[config.mk]
export PLATFORM = sky130hd
export DESIGN_NAME = phc_core
export DESIGN_NICKNAME = d
export VERILOG_FILES = /design/src/hw/phc_pkg.sv /design/src/hw/phc_port_if.sv /design/src/hw/phc_pin_mux.sv /design/src/hw/phc_in_route.sv /design/src/hw/phc_core.sv
export VERILOG_INCLUDE_DIRS = /design/src /design/src/hw
export SDC_FILE = /design/constraint.sdc
export NUM_CORES = 1
export LEC_CHECK = 0
export BUFFER_PORTS_ARGS = -buffer_cell sky130_fd_sc_hd__buf_2
export CAP_MARGIN = 40
export CORE_MARGIN = 2
export CORE_UTILIZATION = 46
export CTS_CLUSTER_DIAMETER = 80
export DETAILED_ROUTE_END_ITERATION = 10
export GPL_ROUTABILITY_DRIVEN = 1
export PLACE_DENSITY_LB_ADDON = 0.15
export SLEW_MARGIN = 20
export SYNTH_ARGS = -nofsm -noshare
export SYNTH_HDL_FRONTEND = slang
export SYNTH_HIERARCHICAL = 1
export SYNTH_SLANG_ARGS = --single-unit
[constraint.sdc]
create_clock -name pclk -period 3 [get_ports pclk]
set_clock_uncertainty 0.05 [all_clocks]
set_input_delay 0.3 -clock pclk [delete_from_list [all_inputs] [get_ports pclk]]
set_output_delay 0.3 -clock pclk [all_outputs]
set_load 0.01 [all_outputs]
[src/hw/phc_params.svh]
`ifndef PHC_PARAMS_SVH
`define PHC_PARAMS_SVH

// ****************************************
// register indices (byte address = 4 * index)
// ****************************************
`define PHC_IDX_W        10
`define PHC_IDX_SEL_LOW  10'h090
`define PHC_IDX_SEL_HIGH 10'h091
`define PHC_IDX_PAGED    10'h092
`define PHC_IDX_IN_DATA  10'h094
`define PHC_IDX_PAGE     10'h09f

// ****************************************
// page numbers
// ****************************************
`define PHC_PG_FLAGS     2'h0
`define PHC_PG_GUARD     2'h1
`define PHC_PG_SEL       2'h2
`define PHC_PG_SLEW      2'h3

// ****************************************
// field layout and reset values
// ****************************************
`define PHC_HC_PINS      4
`define PHC_P1_PINS      6
`define PHC_P2_PINS      8
`define PHC_FLAG_LSB     0
`define PHC_IRQ_EN_LSB   4
`define PHC_RST_SEL      6'h00
`define PHC_RST_HC       4'h0
`define PHC_RST_PAGE     2'h0

`endif

[src/hw/phc_pkg.sv]
package phc_pkg;

	// pin function, order matches {high, low} select code
	typedef enum logic [1:0] {
		PHC_FUNC_GPIO,
		PHC_FUNC_ALT1,
		PHC_FUNC_ALT2,
		PHC_FUNC_ALT3
	} phc_func_e;

	typedef struct packed {
		logic [5:0] drive;
	} phc_mux_s;

	typedef struct packed {
		logic [7:0] meta;
		logic [7:0] sync;
	} phc_in_s;

	typedef struct packed {
		logic [1:0]  page;
		logic [5:0]  sel_low;
		logic [5:0]  sel_high;
		logic [3:0]  slew;
		logic [3:0]  guard_en;
		logic [3:0]  oc_flag;
		logic [3:0]  oc_irq_en;
		logic [3:0]  oc_meta;
		logic [3:0]  oc_sync;
		logic        irq;
		logic        pready;
		logic        pslverr;
		logic [31:0] prdata;
	} phc_core_s;

endpackage

[src/hw/phc_port_if.sv]
`timescale 1ns/1ps
`default_nettype none

interface phc_port_if;
	logic [5:0] sel_low;
	logic [5:0] sel_high;
	logic [7:0] in_data;

	modport core  (output sel_low, output sel_high, input in_data);
	modport mux   (input sel_low, input sel_high);
	modport inport(output in_data);
endinterface

`default_nettype wire

[src/hw/phc_pin_mux.sv]
`timescale 1ns/1ps
`default_nettype none
`include "phc_params.svh"

module phc_pin_mux
	import phc_pkg::*;
#(
	parameter int PINS = `PHC_P1_PINS
) (
	// clock and reset
	input  wire logic            pclk,
	input  wire logic            presetn,
	input  wire logic            ce,
	// selection from the register file
	phc_port_if.mux              sel,
	// output sources
	input  wire logic [PINS-1:0] gpio_out,
	input  wire logic [PINS-1:0] alt1_out,
	input  wire logic [PINS-1:0] alt2_out,
	input  wire logic [PINS-1:0] alt3_out,
	// pad drive
	output logic      [PINS-1:0] pin_drive
);

	phc_mux_s             r;
	phc_mux_s             next_r;
	wire logic [PINS-1:0] pick;

	// ****************************************
	// per-pin function decode
	// ****************************************
	genvar i;
	generate
		for (i = 0; i < PINS; i++) begin : g_pin
			phc_func_e f;
			logic      p;
			assign f = phc_func_e'({sel.sel_high[i], sel.sel_low[i]});
			always_comb begin
				unique case (f)
					PHC_FUNC_GPIO: p = gpio_out[i];
					PHC_FUNC_ALT1: p = alt1_out[i];
					PHC_FUNC_ALT2: p = alt2_out[i];
					PHC_FUNC_ALT3: p = alt3_out[i];
				endcase
			end
			// one driver per bit: each slice feeds its own net bit
			assign pick[i] = p;
		end
	endgenerate

	always_comb begin
		next_r = r;
		next_r.drive = 6'(pick);
	end

	always_ff @(posedge pclk or negedge presetn) begin
		if (!presetn) begin
			r <= '0;
		end else if (ce) begin
			r <= next_r;
		end
	end

	assign pin_drive = r.drive[PINS-1:0];

endmodule

`default_nettype wire

[src/hw/phc_in_route.sv]
`timescale 1ns/1ps
`default_nettype none
`include "phc_params.svh"

module phc_in_route
	import phc_pkg::*;
(
	// clock and reset
	input  wire logic       pclk,
	input  wire logic       presetn,
	input  wire logic       ce,
	// input-only pads
	input  wire logic [7:0] in_pin,
	// synchronised data towards register file
	phc_port_if.inport      port,
	// routed copy for peripheral alternate inputs
	output logic      [7:0] periph_in
);

	phc_in_s r;
	phc_in_s next_r;

	// pads are asynchronous: two flops before any use
	always_comb begin
		next_r = r;
		next_r.meta = in_pin;
		next_r.sync = r.meta;
	end

	always_ff @(posedge pclk or negedge presetn) begin
		if (!presetn) begin
			r <= '0;
		end else if (ce) begin
			r <= next_r;
		end
	end

	// every pin fans out to data-in and all its alternate users
	assign port.in_data = r.sync;
	assign periph_in    = r.sync;

endmodule

`default_nettype wire

[src/hw/phc_core.sv]
// Summary of operation
// - select code {high,low}: 00 gpio, 01 alt one, 10 alt two, 11 alt three
// - low and high select bits live in two registers, reset zero
// - one slew bit per high-current pin: 0 fast, 1 slow, reset zero
// - bits 7:4 of slew and guard registers read zero, write zero
// - one overcurrent guard enable per high-current pin, bits 3:0, reset 0
// - overcurrent on pin n sets flag n, which stays after condition ends
// - writing zero clears a flag; reading zero means nothing latched
// - interrupt enable for pin y at bit y+4 of flags register, reset 0
// - slew, guard, flags share one address, pages 3, 1 and 0
// - second port is eight pins, input only, no output path
// - each second-port pin feeds data-in and peripheral/analog inputs
//
// Decided for this implementation: register access over APB.
`timescale 1ns/1ps
`default_nettype none
`include "phc_params.svh"

module phc_core
	import phc_pkg::*;
#(
	parameter int ADDR_W = 12
) (
	// clock, reset, enable
	input  wire logic              pclk,
	input  wire logic              presetn,
	input  wire logic              ce,
	// apb slave
	input  wire logic              psel,
	input  wire logic              penable,
	input  wire logic              pwrite,
	input  wire logic [ADDR_W-1:0] paddr,
	input  wire logic [31:0]       pwdata,
	input  wire logic [3:0]        pstrb,
	output logic      [31:0]       prdata,
	output logic                   pready,
	output logic                   pslverr,
	// first port: output sources
	input  wire logic [5:0]        gpio_out,
	input  wire logic [5:0]        alt1_out,
	input  wire logic [5:0]        alt2_out,
	input  wire logic [5:0]        alt3_out,
	// first port: pad controls
	output logic      [5:0]        pin_drive,
	output logic      [3:0]        edge_rate_select,
	output logic      [3:0]        overcurrent_guard_enable,
	// first port: overcurrent sensors (asynchronous)
	input  wire logic [3:0]        oc_detect,
	// overcurrent interrupt request
	output logic                   oc_irq,
	// second port: input-only pads
	input  wire logic [7:0]        in_pin,
	output logic      [7:0]        general_input_path
);

	phc_core_s r;
	phc_core_s next_r;

	phc_port_if port ();

	// ****************************************
	// submodules
	// ****************************************
	phc_pin_mux #(
		.PINS (`PHC_P1_PINS)
	) phc_pin_mux_inst (
		.pclk      (pclk),
		.presetn   (presetn),
		.ce        (ce),
		.sel       (port.mux),
		.gpio_out  (gpio_out),
		.alt1_out  (alt1_out),
		.alt2_out  (alt2_out),
		.alt3_out  (alt3_out),
		.pin_drive (pin_drive)
	);

	// input-only: nothing here drives the second port's pads
	phc_in_route phc_in_route_inst (
		.pclk      (pclk),
		.presetn   (presetn),
		.ce        (ce),
		.in_pin    (in_pin),
		.port      (port.inport),
		.periph_in (general_input_path)
	);

	assign port.sel_low  = r.sel_low;
	assign port.sel_high = r.sel_high;

	// ****************************************
	// address decode
	// ****************************************
	logic [`PHC_IDX_W-1:0] idx;
	logic                  aligned;
	logic                  setup_hit;
	logic                  commit;

	assign idx       = paddr[ADDR_W-1:2];
	assign aligned   = (paddr[1:0] == 2'h0);
	// one wait state: data is fetched in the first access cycle,
	// writes land on the edge where pready is seen high
	assign setup_hit = psel && penable && !r.pready;
	assign commit    = psel && penable && r.pready && pwrite
	                   && pstrb[0] && !r.pslverr;

	logic        map_ok;
	logic [7:0]  rd_byte;
	logic [3:0]  oc_set;

	// ****************************************
	// shared-address readback
	// ****************************************
	logic [7:0] paged_byte;
	logic       paged_ok;

	// page 2 holds nothing at the shared address
	always_comb begin
		paged_ok   = 1'b1;
		paged_byte = 8'h00;
		unique case (r.page)
			`PHC_PG_SLEW: begin
				paged_byte = {4'h0, r.slew};
			end
			`PHC_PG_GUARD: begin
				paged_byte = {4'h0, r.guard_en};
			end
			`PHC_PG_FLAGS: begin
				paged_byte = {r.oc_irq_en, r.oc_flag};
			end
			default: begin
				paged_ok = 1'b0;
			end
		endcase
	end

	always_comb begin
		map_ok  = 1'b0;
		rd_byte = 8'h00;
		if (aligned) begin
			unique case (idx)
				`PHC_IDX_PAGE: begin
					map_ok  = 1'b1;
					rd_byte = {6'h00, r.page};
				end
				`PHC_IDX_SEL_LOW: begin
					map_ok  = (r.page == `PHC_PG_SEL);
					rd_byte = {2'h0, r.sel_low};
				end
				`PHC_IDX_SEL_HIGH: begin
					map_ok  = (r.page == `PHC_PG_SEL);
					rd_byte = {2'h0, r.sel_high};
				end
				`PHC_IDX_PAGED: begin
					map_ok  = paged_ok;
					rd_byte = paged_byte;
				end
				`PHC_IDX_IN_DATA: begin
					// read-only, page zero only, unlike the select registers on page two
					map_ok  = (r.page == `PHC_PG_FLAGS);
					rd_byte = port.in_data;
				end
				default: begin
					map_ok = 1'b0;
				end
			endcase
		end
	end

	// ****************************************
	// refusal
	// ****************************************
	// the input-data register has no write path
	logic refuse;

	assign refuse = !map_ok
	                || (pwrite && idx == `PHC_IDX_IN_DATA);

	// ****************************************
	// overcurrent detection
	// ****************************************
	// a sensor on a pin whose guard is off cannot latch a flag
	assign oc_set = r.oc_sync & r.guard_en;

	// ****************************************
	// overcurrent flags and enables, per pin
	// ****************************************
	logic            flags_wr;
	wire logic [3:0] flag_next;
	wire logic [3:0] en_next;

	assign flags_wr = commit && (idx == `PHC_IDX_PAGED)
	                  && (r.page == `PHC_PG_FLAGS);

	genvar n;
	generate
		for (n = 0; n < `PHC_HC_PINS; n++) begin : g_flag
			logic clr;
			// only a written zero clears; a one keeps the flag
			assign clr = flags_wr && !pwdata[`PHC_FLAG_LSB + n];
			// set beats a simultaneous clear, so no event is lost
			assign flag_next[n] = oc_set[n]
			                      || (r.oc_flag[n] && !clr);
			// enable of pin n sits four bits above its flag
			assign en_next[n] = flags_wr
			                    ? pwdata[`PHC_IRQ_EN_LSB + n]
			                    : r.oc_irq_en[n];
		end
	endgenerate

	// ****************************************
	// next state
	// ****************************************
	always_comb begin
		next_r = r;

		// sensor synchroniser
		next_r.oc_meta = oc_detect;
		next_r.oc_sync = r.oc_meta;

		// apb handshake
		if (setup_hit) begin
			next_r.pready  = 1'b1;
			next_r.pslverr = refuse;
			next_r.prdata  = pwrite ? 32'h0000_0000
			                        : {24'h00_0000, rd_byte};
		end else if (r.pready) begin
			next_r.pready  = 1'b0;
			next_r.pslverr = 1'b0;
			next_r.prdata  = 32'h0000_0000;
		end

		// register writes
		if (commit) begin
			unique case (idx)
				`PHC_IDX_PAGE: begin
					next_r.page = pwdata[1:0];
				end
				`PHC_IDX_SEL_LOW: begin
					next_r.sel_low = pwdata[5:0];
				end
				`PHC_IDX_SEL_HIGH: begin
					next_r.sel_high = pwdata[5:0];
				end
				`PHC_IDX_PAGED: begin
					unique case (r.page)
						`PHC_PG_SLEW: begin
							next_r.slew = pwdata[3:0];
						end
						`PHC_PG_GUARD: begin
							next_r.guard_en = pwdata[3:0];
						end
						`PHC_PG_FLAGS: begin
							// flags and enables: see g_flag
						end
						default: begin
						end
					endcase
				end
				default: begin
				end
			endcase
		end

		next_r.oc_flag   = flag_next;
		next_r.oc_irq_en = en_next;
		next_r.irq       = |(flag_next & en_next);
	end

	// ****************************************
	// state register
	// ****************************************
	always_ff @(posedge pclk or negedge presetn) begin
		if (!presetn) begin
			r           <= '0;
			r.page      <= `PHC_RST_PAGE;
			r.sel_low   <= `PHC_RST_SEL;
			r.sel_high  <= `PHC_RST_SEL;
			r.slew      <= `PHC_RST_HC;
			r.guard_en  <= `PHC_RST_HC;
			r.oc_flag   <= `PHC_RST_HC;
			r.oc_irq_en <= `PHC_RST_HC;
		end else if (ce) begin
			r <= next_r;
		end
	end

	// ****************************************
	// outputs
	// ****************************************
	assign prdata                   = r.prdata;
	assign pready                   = r.pready;
	assign pslverr                  = r.pslverr;
	assign edge_rate_select         = r.slew;
	assign overcurrent_guard_enable = r.guard_en;
	assign oc_irq                   = r.irq;

endmodule

`default_nettype wire

==> Word-level counts from Yosys, hierarchy flattened <==
Index checks and enable logic that the tools add are counted.
{ "word_totals": {"regBits": 95, "inputBits": 90, "output_inout_bits": 57, "word_cells": 114} }
{ "op_classes": {"eq_ne": 26, "mux": 19, "bitwise_logic": 2, "reduce_logical": 51} }
{ "op_table": {"columns": ["cell", "count"], "rows": [
  ["10-bit by 8-bit equality test with 1-bit output, second input constant", 5],
  ["8-bit one-hot mux with 5 select lines", 1],
  ["34-bit 2-to-1 mux", 1],
  ["33-bit 2-to-1 mux", 1],
  ["2-bit equality test, second input constant", 14],
  ["1-bit one-hot mux with 4 select lines", 7],
  ["8-bit one-hot mux with 3 select lines", 1],
  ["1-bit logical AND", 17],
  ["2-bit logical NOT", 8],
  ["8-bit 2-to-1 mux", 2],
  ["2-bit by 1-bit equality test with 1-bit output, second input constant", 7],
  ["1-bit logical NOT", 11],
  ["3-bit AND reduction", 3],
  ["4-bit bitwise AND", 2],
  ["4-bit AND reduction", 2],
  ["1-bit 2-to-1 mux", 6],
  ["1-bit logical OR", 5],
  ["4-bit OR reduction", 1],
  ["3-bit OR reduction", 1],
  ["2-bit AND reduction", 1],
  ["2-bit nonzero test", 1],
  ["2-bit OR reduction", 1]
]} }

==> Depth between registers and ports, before layout <==
{ "depth": {"depth_word": 13, "ltp_mapped": 7, "ltp_nobuf": 5} }

==> Hierarchy <==
The synthesis kept the hierarchy.
{ "by_module_without_submodules": {"columns": ["module", "n_inst", "cells_per_inst", "area_each_um2", "seq_area_each_um2"], "rows": [
  ["phc_core", 1, 266, 2860.2, 1226.2],
  ["phc_in_route", 1, 42, 709.4, 400.4],
  ["phc_pin_mux", 1, 38, 427.9, 150.1]
]} }

==> Worst setup path after synthesis <==
OpenSTA, ideal clock, no wires.
{ "synth_path": {"path_type": "in2reg", "start": "in paddr[3]", "end": "reg r (netlist bit edge_rate_select[0])", "setup_ns": 0.125, "arrival_time_ns": 1.852, "path_slack_ns": 0.972, "cell_stages": 7, "n_path_buf": 2, "cell_sequence": "buf_4 -> or4b_4 -> nor3_4 -> nand4_1 -> or2_1 -> buf_6 -> mux2_4"} }
{ "synth_between": {"elab_chain_len": 2} }
{ "synth_lines": {"columns": ["element", "line", "rtl"], "rows": [
  ["start, declared", "phc_core.sv:32", "input wire logic [ADDR_W-1:0] paddr,"],
  ["10-bit by 8-bit equality test with 1-bit output", "phc_core.sv:235", "unique case (idx)"],
  ["4-bit AND reduction (no line)", null, null],
  ["end signal, assigned", "phc_core.sv:284", "r <= next_r;"],
  ["end, declared", "phc_core.sv:56", "phc_core_s r;"]
]} }
No other way between the ends.
A chain may end at the register's enable or synchronous reset.

==> Worst setup path in the final report <==
{ "layout_path": {"start": "reg r (netlist bit pslverr)", "end": "reg r (netlist bit overcurrent_guard_enable[1])"} }
{ "layout_between": {"elab_chain_len": 3} }
{ "layout_lines": {"columns": ["element", "line", "rtl"], "rows": [
  ["1-bit logical NOT", "phc_core.sv:105", "&& pstrb[0] && !r.pslverr;"],
  ["1-bit logical AND", "phc_core.sv:105", null],
  ["4-bit AND reduction (no line)", null, null]
]} }
No other way between the ends.

==> out/results.ini <==
[run_status]
outcome=finished clean

[synth]
avgSynthCellArea_um2=11.6
yosysSeqAreaShare=0.444
netlist.area_leader.share=0.444
synth_area_leaders=dfrtp_1 44%, mux2_2 13%, buf_4 9.2%, mux2_4 5.3%, a22o_1 2.0%
synthesis.area_mm2=0.00400
synth.most_common_cell=dfrtp_1
synth_async_sr_flop_share=1.00
ys.flop_type=dfrtp_1
yosys_warnings=6
ys_seq_elements=71
ys_types=51
synthTopCellsByCount=71 x dfrtp_1, 49 x buf_4, 46 x mux2_2
syn_inst=346
synth-edff-count=0
synth_top_cell_by_area=dfrtp_1

[critical_path]
crit_start=pslverr
end_kind=register
crit_type=register to register
crit_fanout=14
arrival_ns=2.30
startpoint_type=register
reg2reg_from=pslverr
crit_required_ns=3.18

[pwr]
p_int_mw=1.62
p_clk_frac=0.395
power_mw=2.14
p_seq_frac=0.489
p_comb_frac=0.115
swShare=0.246
cellPowerDensity_mw_per_mm2=478
p_leak_nw=2.18
p_sw_mw=0.528
ir_worst_vdd_v=0.000342

[global_route]
grt_max_degree=42
grt_pass1_wl_um=13800
use_met3=0.0403
grtUsageMet2=0.286
antenna_found_initial=0
grt_util_all_layers=0.184
grt_use_met1=0.261
overflow=0
grt_pass1_vias=2685
gr-max-usage-layer=met2

[route]
drcViolationCount=0
avgViaCountPerCell=5.36
wl_um=8580
ant_nets=0
vias=2835
wl_per_cell_um=16.2
drtIter0Drc=160
drtPass1Iterations=5

[clock_tree]
cts-root-buf=clkbuf_8
clkSinkCount=71
tritoncts=built
cts_buffer_depth=2
clk_pin_slew_ns=0.08
cts_inserted_buffers=9
clock_latency_ns=0.35
cts_max_level=3
post_cts_resized=0

[sta]
fin_crit_ns=2.12
finalHoldViolCount=0
setup_tns_ns=0
slew_headroom=0.595
max_freq_ghz=0.471
slew_viol_final=0
worstMarginPinSlew_ns=0.603
timing.final.crit_share=0.707
setup_viol=0
rsz0062_at_grt=no

[layout]
regArea_mm2=0.00178
nNetsFinal=506
fillCellCount=792
n_antenna_cell=0
drive_gt1_frac=0.463
multi_input_area_mm2=0.00183
area_delta_synth_final_pct=12.4

[die]
die_w_um=97.2
core_mm2=0.00859
pin_count=147
start_util=0.465
dieArea_mm2=0.00945
floorplan.rows=34
dieHeight_um=97.2

[placed_design]
routabilityCongestion=0.842
portBuffers=95
dpl.hpwl_um=6380

[job]
drv_cap=0

[min_path]
hp-class=input pin to register
hp-start=oc_detect[1]

[final timing paths]
check	cells past startpoint	slack [ns]	end
max	5	0.88	overcurrent_guard_enable[1]
min	2	0.13	next_r[36]
max reg2reg	5	0.88	overcurrent_guard_enable[1]
min reg2reg	2	0.43	prdata[6]
max in group asynchronous	3	1.82	r[47]
min in group asynchronous	2	0.36	phc_in_route_inst/periph_in[7]
[metrics by stage]
step           setup WS (ns)  cell area (µm²)  hold slack (ns)  utilization  instances
2_1_floorplan          0.972             4080          -0.0456            -        369
3_3_place_gp           0.680             4260            0.206        0.496        512
3_5_place_dp           0.637             4260            0.210        0.496        512
4_1_cts                0.857             4490            0.118        0.523        529
5_1_grt                0.708             4490            0.114        0.523        529
6_report               0.878             4490            0.133        0.523        529
[per-layer routing]
metal / vias up / routed length, µm
met5: - / 0
met4: 0 / 107
met3: 8 / 637
met2: 92 / 4040
met1: 1404 / 3800
li1: 1331 / -
[cell families (layout without fill, tap and decap cells)]
| group | Yosys count | in the layout | share of synthesized area |
|---|---|---|---|
| other | 1 | 24 | 0.000938 |
| flip-flops | 71 | 71 | 0.444 |
| multiplexers | 67 | 67 | 0.200 |
| buffers and inverters | 67 | 119 | 0.119 |
| AO/OA/AOI/OAI | 64 | 64 | 0.125 |
| AND/OR/NAND/NOR | 76 | 76 | 0.111 |
[worst max-delay path, cell delays in order (launching register included)]
cell	delay, ns
dfrtp_1	0.41
nor2b_1	0.12
and4_1	0.53
nand4_1	0.18
nor2_1	0.33
mux2_2	0.38
[cell usage in the layout (no fill, tap or decap), types with 5 or more instances in the layout]
cell type / n
a21oi_1: 7
a221oi_1: 7
a22o_1: 9
and2_1: 5
and4_1: 5
buf_2: 95
clkbuf_8: 10
conb_1: 24
dfrtp_1: 71
mux2_2: 46
mux2_4: 14
mux2i_1: 7
nand2_1: 18
nand3_1: 7
nor2_1: 14
o21ai_0: 12
or2_2: 7
[power by group through the flow]
stage          clock network (mW)  registers, mW  logic [mW]
2_1_floorplan                   0           1.07       0.170
4_1_cts                     0.864           1.05       0.251
5_1_grt                     0.915           1.06       0.273
6_report                    0.848           1.05       0.248
3_3_place_gp                    0           1.07       0.244
3_5_place_dp                    0           1.07       0.249
[area by class of cell]
type | instances | share of cell area
clock buffer | 10 | 0.0306
clock inverter | 6 | 0.0187
inverter | 3 | 0.00251
multi-input combinational | 231 | 0.408
sequential | 71 | 0.396
tap | 108 | 0.0301
timing repair buffer | 100 | 0.115
[flip-flops by register name, indices dropped and copies added, names as in the netlist]
register	cells
pready	1
edge_rate_select	4
next_r	4
prdata	8
oc_irq	1
phc_in_route_inst/periph_in	8
port.sel_low	6
r	14
phc_pin_mux_inst/pin_drive	6
phc_in_route_inst/next_r	8
overcurrent_guard_enable	4
port.sel_high	6
pslverr	1
[repair_timing]
item,4_1_cts,5_1_grt
hold buffers,1,0
setup buffers,0,0
endpoints found under the hold margin,16,0
Note: power is estimated with default switching activity, not from simulation.
